## src/hw/bsc_pkg.sv

```systemverilog
// Package of constants and types for the bit-test-skip and call execute block.
// Overview of operation
// - Decode bit-test-skip-if-set; bit clear runs next instruction, one cycle.
// - Bit set discards fetched next instruction, executes a no-operation instead.
// - Test: Q1 decode, Q2 read file, Q3 test bit, Q4 no write.
// - Call pushes address of following instruction onto stack top first.
// - Call loads 11-bit literal into program counter bits 10 to 0.
// - Call fills program counter bits 12 and 11 from latch bits 4:3.
// - Decode call opcode 100 plus literal; two cycles, second does nothing.
// - Call cycle: decode, read literal, process, write PC and push in Q4.
package bsc_pkg;

    localparam int IW        = 14;
    localparam int PCW       = 13;
    localparam int LITW      = 11;
    localparam int FAW       = 7;
    localparam int BSW       = 3;

    // Opcode fields.
    localparam logic [3:0] OP_SKIP_SET = 4'h7;
    localparam logic [2:0] OP_CALL     = 3'h4;
    localparam int SKIP_OP_HI  = 13;
    localparam int SKIP_OP_LO  = 10;
    localparam int CALL_OP_HI  = 13;
    localparam int CALL_OP_LO  = 11;
    localparam int BIT_HI      = 9;
    localparam int BIT_LO      = 7;
    localparam int FILE_HI     = 6;
    localparam int FILE_LO     = 0;
    localparam int LIT_HI      = 10;
    localparam int LATCH_HI    = 4;
    localparam int LATCH_LO    = 3;
    localparam int PC_UP_HI    = 12;
    localparam int PC_UP_LO    = 11;

    localparam logic [PCW-1:0] PC_ONE   = 13'h0001;
    localparam logic [PCW-1:0] PC_RESET = 13'h0000;

    typedef enum logic [1:0] {Q1, Q2, Q3, Q4} bsc_q_type;
    typedef enum {ST_EXEC, ST_NOP} bsc_cyc_type;
    typedef enum {OP_NONE, OP_TEST, OP_CALLI} bsc_op_type;

    typedef struct packed {
        logic           valid;
        logic [IW-1:0]  word;
        logic [PCW-1:0] pc;
    } bsc_instr_type;

    typedef struct packed {
        logic           push;
        logic [PCW-1:0] ret_addr;
        logic           load;
        logic [PCW-1:0] target;
    } bsc_flow_type;

endpackage : bsc_pkg
```

## src/hw/bsc_exec.sv

```systemverilog
// Decode and execute logic for the bit-test-skip-if-set and call instructions.
`timescale 1ns/1ps
module bsc_exec (
    input  wire logic                   CLK_IN,
    input  wire logic                   RST_IN,
    input  wire logic                   Q_TICK_IN,
    input  wire bsc_pkg::bsc_instr_type INSTR_IN,
    input  wire logic [7:0]             FILE_DATA_IN,
    input  wire logic [7:0]             PC_HIGH_LATCH_IN,
    input  wire logic [2:0]             FLAGS_IN,
    output logic [bsc_pkg::FAW-1:0]     FILE_ADDR_OUT,
    output logic                        FILE_READ_OUT,
    output logic                        FILE_WRITE_OUT,
    output bsc_pkg::bsc_flow_type       FLOW_OUT,
    output logic                        SKIP_OUT,
    output logic                        BUSY_OUT,
    output logic [2:0]                  FLAGS_OUT,
    output bsc_pkg::bsc_q_type          PHASE_OUT
);
    import bsc_pkg::*;

    // ************************************************************
    // State
    // ************************************************************
    typedef struct packed {
        bsc_q_type               q;
        bsc_cyc_type             cyc;
        bsc_op_type              op;
        logic [IW-1:0]           word;
        logic [PCW-1:0]          pc;
        logic                    bit_val;
        logic [FAW-1:0]          faddr;
        logic                    fread;
        logic                    skip;
        bsc_flow_type            flow;
        logic [2:0]              flags;
    } bsc_state_type;

    bsc_state_type st;
    bsc_state_type next_st;

    // ************************************************************
    // Next state
    // ************************************************************
    always_comb begin
        next_st       = st;
        next_st.flags = FLAGS_IN; // Flags pass through untouched.
        if (Q_TICK_IN) begin
            // Strobes stand for one whole Q phase, so they clear only on a tick.
            next_st.fread     = 1'b0;
            next_st.skip      = 1'b0;
            next_st.flow.push = 1'b0;
            next_st.flow.load = 1'b0;
            case (st.q)
                Q4: begin
                    next_st.q = Q1;
                    // Decode at the start of a new cycle.
                    if (st.cyc == ST_NOP || (st.op == OP_CALLI && st.cyc == ST_EXEC &&
                                             st.flow.load)) begin
                        next_st.cyc = ST_EXEC;
                        next_st.op  = OP_NONE;
                    end
                    if (st.cyc == ST_EXEC && st.op == OP_TEST && st.bit_val) begin
                        next_st.cyc = ST_NOP; // Fetched word replaced by a no-op.
                        next_st.op  = OP_NONE;
                    end else if (st.cyc == ST_EXEC && st.op == OP_CALLI) begin
                        next_st.cyc = ST_NOP; // Second call cycle does nothing.
                        next_st.op  = OP_NONE;
                    end else if (st.cyc == ST_EXEC) begin
                        next_st.op = OP_NONE;
                        if (INSTR_IN.valid &&
                            INSTR_IN.word[SKIP_OP_HI:SKIP_OP_LO] == OP_SKIP_SET) begin
                            next_st.op = OP_TEST;
                        end else if (INSTR_IN.valid &&
                                     INSTR_IN.word[CALL_OP_HI:CALL_OP_LO] == OP_CALL) begin
                            next_st.op = OP_CALLI;
                        end
                        next_st.word    = INSTR_IN.word;
                        next_st.pc      = INSTR_IN.pc;
                        next_st.bit_val = 1'b0;
                    end else begin
                        next_st.cyc = ST_EXEC;
                    end
                end
                Q1: begin
                    next_st.q = Q2;
                    if (st.op == OP_TEST) begin
                        next_st.faddr = st.word[FILE_HI:FILE_LO]; // Read in Q2.
                        next_st.fread = 1'b1;
                    end
                end
                Q2: begin
                    next_st.q = Q3;
                    if (st.op == OP_TEST) begin
                        next_st.bit_val = FILE_DATA_IN[st.word[BIT_HI:BIT_LO]];
                        next_st.skip    = FILE_DATA_IN[st.word[BIT_HI:BIT_LO]];
                    end
                end
                Q3: begin
                    next_st.q = Q4;
                    if (st.op == OP_CALLI) begin
                        // Return address pushed and PC written in Q4.
                        next_st.flow.push     = 1'b1;
                        next_st.flow.ret_addr = st.pc + PC_ONE;
                        next_st.flow.load     = 1'b1;
                        next_st.flow.target   = {PC_HIGH_LATCH_IN[LATCH_HI:LATCH_LO],
                                                 st.word[LIT_HI:0]};
                    end
                end
                default: next_st.q = Q1;
            endcase
        end
    end

    always_ff @(posedge CLK_IN) begin
        if (RST_IN) begin
            st       <= '0;
            st.q     <= Q1;
            st.cyc   <= ST_EXEC;
            st.op    <= OP_NONE;
        end else begin
            st <= next_st;
        end
    end

    // ************************************************************
    // Outputs
    // ************************************************************
    assign FILE_ADDR_OUT  = st.faddr;
    assign FILE_READ_OUT  = st.fread;
    assign FILE_WRITE_OUT = 1'b0; // Neither instruction writes a file register.
    assign FLOW_OUT       = st.flow;
    assign SKIP_OUT       = st.skip;
    assign BUSY_OUT       = (st.cyc == ST_NOP);
    assign FLAGS_OUT      = st.flags;
    assign PHASE_OUT      = st.q;
endmodule : bsc_exec

```

## config.mk

```make
export PLATFORM = sky130hd
export DESIGN_NAME = bsc_exec
export DESIGN_NICKNAME = d
export VERILOG_FILES = /design/src/hw/bsc_pkg.sv /design/src/hw/bsc_exec.sv
export SDC_FILE = /design/constraint.sdc
export NUM_CORES = 1
export LEC_CHECK = 0
export BUFFER_PORTS_ARGS = -buffer_cell sky130_fd_sc_hd__buf_2
export CAP_MARGIN = 25
export CELL_PAD_IN_SITES_DETAIL_PLACEMENT = 1
export CELL_PAD_IN_SITES_GLOBAL_PLACEMENT = 1
export CORE_ASPECT_RATIO = 0.75
export CORE_MARGIN = 1
export CORE_UTILIZATION = 35
export CTS_CLUSTER_SIZE = 12
export DETAILED_ROUTE_END_ITERATION = 6
export GPL_ROUTABILITY_DRIVEN = 0
export GPL_TIMING_DRIVEN = 0
export PLACE_DENSITY_LB_ADDON = 0.1
export REMOVE_ABC_BUFFERS = 1
export SLEW_MARGIN = 20
export SYNTH_ARGS = -nofsm -noshare
export SYNTH_HDL_FRONTEND = slang
export SYNTH_SLANG_ARGS = --single-unit
```

## constraint.sdc

```tcl
create_clock -name CLK_IN -period 2.2 [get_ports CLK_IN]
set_clock_uncertainty 0.2 [all_clocks]
set_input_delay 0 -clock CLK_IN [delete_from_list [all_inputs] [get_ports CLK_IN]]
set_output_delay 0 -clock CLK_IN [all_outputs]
set_load 0.03 [all_outputs]
```

; After elaboration in Yosys (flattened, before gate mapping)
; Cells that the tools add are included.
[word_totals]
regBits = 134
output_inout_bits = 44
word_cells = 68
[classes]
add_sub_neg = 1
magnitude_cmp = 1
n_eq_ne = 13
mux = 20
n_bitwise = 2
n_reduce_logical = 17
[op_table]
columns = operator, count
row1 = 2-to-1 mux 64 bit, 3
row2 = "equality test 32 x 2 -> 1 bit, second input constant", 2
row3 = 2-to-1 mux 32 bit, 2
row4 = 2-to-1 mux 60 bit, 1
row5 = 2-to-1 mux 28 bit, 2
row6 = "equality test 32 x 3 -> 1 bit, second input constant", 1
row7 = logical NOT 32 bit, 1
row8 = "adder 13 x 1 -> 13 bit, second input constant", 1
row9 = AND reduction 3 bit, 4
row10 = 2-to-1 mux 1 bit, 8
row11 = "!= test 2 bit, second input constant", 4
row12 = one-hot mux 2 bit (4 select lines), 1
row13 = logical AND 1 bit, 6
row14 = AND reduction 6 bit, 1
row15 = AND reduction 5 bit, 1
row16 = "equality test 2 bit, second input constant", 2
row17 = "equality test 4 x 3 -> 1 bit, second input constant", 1
row18 = "less-than comparator 3 x 4 -> 1 bit, second input constant", 1
row19 = "!= test 4 x 3 -> 1 bit, second input constant", 1
row20 = nonzero test 4 bit, 1
row21 = binary-select mux 1 bit (select 3 bit), 1
row22 = "equality test 3 bit, second input constant", 1
row23 = "equality test 2 x 1 -> 1 bit, second input constant", 1
row24 = logical NOT 2 bit, 1
row25 = other kinds (5), 6

; Depth between registers and ports, before layout
[logic_depth]
word_depth = 9
mapped_depth = 7
mapped_depth_nobuf = 6

; Least setup slack after synthesis
; OpenSTA, ideal clock, no wires.
[synth_timing]
kind = flip-flop to flip-flop
start = register st, in the netlist PHASE_OUT[0]
end = register st[43] in the netlist's numbering
setup_time_ns = 0.136
arrival_ns = 1.622
required_time_ns = 1.864
path_slack_ns = 0.241
path_stages_with_launch = 8
n_path_buf = 2
path_cell_list = dfxtp_1 > ha_1 > nand2_2 > or4_4 > buf_6 > buf_12 > nand2_2 > a21oi_2
[synth_via]
elab_chain_cells = 2
[synth_lines]
columns = element, line
row1 = from (decl), bsc_exec.sv:39  ; bsc_state_type st;
row2 = from (signal assigned), bsc_exec.sv:122  ; st <= next_st;
row3 = equality test 2 bit, bsc_exec.sv:54  ; case (st.q)
row4 = AND reduction 5 bit (no line), -
; Every way passes these cells.
; A chain may end at the register's enable or synchronous reset.

; Final worst setup path
[layout_timing]
start = register st, in the netlist PHASE_OUT[0]
end = register st[58] in the netlist's numbering
; Same word-level chain as after synthesis.

==> flow_metrics.tcl <==
set metrics [dict create \
    grt_antenna_before_repair 0 \
    synth_top_cell_area_share_pct 42.25 \
    hp-start "FILE_DATA_IN[0]" \
    core-area_sq_mm 0.009046 \
    busiest_layer "met2" \
    grt_pass1_vias 2660 \
    cp_slowest_stage_delay_ns 0.65 \
    die_w_um 113.6 \
    fin_setup_tns_ns 0 \
    fin_util_pct 46.15 \
    async_flop_share_pct 0 \
    via_per_inst 4.544 \
    clock_latency_ns 0.32 \
    fin_nets 524 \
    worstPathCellList "ha_4 -> nand2_2 -> or4_4 -> nand2_1 -> a21oi_1" \
    dr.pass1.iters 4 \
    worstPathMaxFanout 24 \
    grt_max_degree 71 \
    crit_arrival_ns 2.02 \
    ys.warnings.count 0 \
    start_util_pct 36.14 \
    grt_overflow 0 \
    cts_sinks 69 \
    fmax_mhz 488.5 \
    row_count 30 \
    grt_pass1_wl_mm 13.04 \
    finalPower_mw 2.916 \
    final-max-slew-violation-count 0 \
    ctsHtreeMaxLevel 3 \
    vdd_drop_max_v 0.0003409 \
    synth_cell_types 43 \
    status "completed" \
    num_vias 2731 \
    hold_viol 0 \
    area_delta_synth_final_pct 27.71 \
    r2r_start "PHASE_OUT[0]" \
    period_needed_ns 2.047 \
    yosysMostFrequentCell "nand2_1" \
    crit_required_ns 2.17 \
    yosysTopAreaCell "dfxtp_1" \
    tightestPinTransition_ns 0.8086 \
    grt_use_met3_pct 4.664 \
    start_kind "flop" \
    relSlewSlack_pct 46.09 \
    synth_area_sq_mm 0.003269 \
    io_pins 94 \
    ys_ff_latch 69 \
    cts_tree "built" \
    cp-end-kind "flop" \
    startpoint "PHASE_OUT[0]" \
    yosys-top-cells-area "dfxtp_1 42%, buf_4 9.9%, nand2_1 9.9%, a21oi_1 6.3%, a211oi_1 2.8%" \
    power_density_mw_per_mm2 698.3 \
    die_area_sq_mm 0.009736 \
    yosys-top-cells-count "86 x nand2_1, 69 x dfxtp_1, 43 x buf_4" \
    synth_edf_count 0 \
    antenna_cells 0 \
    root_buffer "clkbuf_16" \
    setup_viol_count_final 0 \
    final_layout_size_suffix_gt1_share_pct 28.75 \
    dpl.hpwl_mm 5.196 \
    fillers 1105 \
    crit_type "reg2reg" \
    remaining_drc_errors 0 \
    grtUsageMet2_pct 27.99 \
    regArea_sq_mm 0.001381 \
    rsz0062_at_grt "false" \
    die_h_um 85.70 \
    numCtsBuffers 9 \
    multi_input_area_sq_mm 0.001450 \
    track_usage_pct 17.10 \
    ant_nets 0 \
    min_path_type "in2reg" \
    use_met1_pct 22.20 \
    synth-seq-area-share_pct 42.25 \
    synth_area_per_cell_sq_um 8.383 \
    clk_pin_slew_ns 0.06 \
    ys.flop_type "dfxtp_1" \
    syn_inst 390 \
    maxCapViolCount 0 \
    slowest_stage "or4_4" \
    wl_per_cell_um 13.28 \
    port_buffers 86 \
    min_period_over_period_pct 93.05 \
    first_iter_violations 105 \
    drt-total-wl_mm 7.981 \
    cts_buffer_depth 2 \
    p_leak_nw 1.591 \
]
[critical path, delay by kind of cell, from the launching register on]
kind	cells	cell delay [ns]
compound gates	1	0.07
flops	1	0.47
simple gates	3	0.92
fa+ha+maj	1	0.22
[flip-flops by register name (all words and copies together), names as in the netlist]
register,flops
st,28
SKIP_OUT,1
FLAGS_OUT,3
FILE_ADDR_OUT,7
FILE_READ_OUT,1
FLOW_OUT,27
PHASE_OUT,2
[cell usage in the layout, fill, tap and decap left out, types with 2 or more instances in the layout]
cell type	count
nand4_1	8
a211oi_1	12
nor4_1	2
xor2_1	4
nor3_1	6
nor2b_1	4
clkinv_4	2
dfxtp_1	69
buf_4	2
nand2_1	86
nand2_2	12
xnor2_1	7
a21oi_1	41
mux2i_1	6
nor2_1	19
clkinv_2	2
nand2b_1	3
buf_2	85
clkbuf_16	9
nand3b_1	3
nand3_1	5
inv_1	6
o21ai_0	2
ha_1	5
a21oi_2	10
dlygate4sd3_1	41
[power breakdown]
group          internal, mW  leakage (nW)  switching, mW  total [mW]
registers              1.26         0.557         0.0150        1.28
clock network         0.881         0.146          0.554        1.44
logic                 0.106         0.888         0.0973       0.204
[metal layers]
| layer | vias up | wire [um] |
|---|---|---|
| met4 | 0 | 29 |
| li1 | 1412 | - |
| met1 | 1259 | 4068 |
| met2 | 58 | 3557 |
| met3 | 2 | 326 |
| met5 | - | 0 |
[repair_timing]
item,4_1_cts,5_1_grt
endpoints found under the setup margin,24,50
hold buffers,41,0
endpoints found under the hold margin,37,0
resized for setup,0,4
pin swaps,2,0
setup buffers,1,0
[cell type report]
cell class,count,area share (%)
clock buffer,9,5.394
clock inverter,7,1.768
inverter,6,0.5394
multi-input combinational,253,34.73
sequential,69,33.08
tap,128,3.836
timing repair buffer,129,20.65
[per-stage QoR]
step / cells / hold slack (ns) / instance area (sq um) / worst slack, ns
3_3_place_gp: 542 / 0.006393 / 3423 / -0.5481
4_1_cts: 601 / 0.04362 / 4154 / 0.03891
5_1_grt: 601 / 0.06615 / 4175 / 0.02503
2_1_floorplan: 328 / -0.1376 / 2833 / -0.009435
3_5_place_dp: 543 / 0.01638 / 3437 / -0.1759
6_report: 601 / 0.02342 / 4175 / 0.1529
[kinds of logic (layout without fill, tap and decap cells)]
logic type | Yosys count | after routing | synth area share [%]
AOI/OAI and AO/OA | 68 | 68 | 12.82
xor gates and xnor gates | 11 | 11 | 2.947
adders and majority gates | 6 | 6 | 2.296
buffers and inverters | 68 | 151 | 14.04
DFF | 69 | 69 | 42.25
muxes | 7 | 7 | 2.181
other | 1 | 1 | 0.1147
and+or+nand+nor | 160 | 160 | 23.35
[final timing paths]
path,slack [ns],cells past startpoint,endpoint
worst min-delay path,0.02,5,st[40]
worst max-delay path,0.15,5,st[58]
worst max register to register,0.15,5,st[58]
worst min register to register,0.25,2,FILE_ADDR_OUT[2]
(Power assumes the default switching activity.)
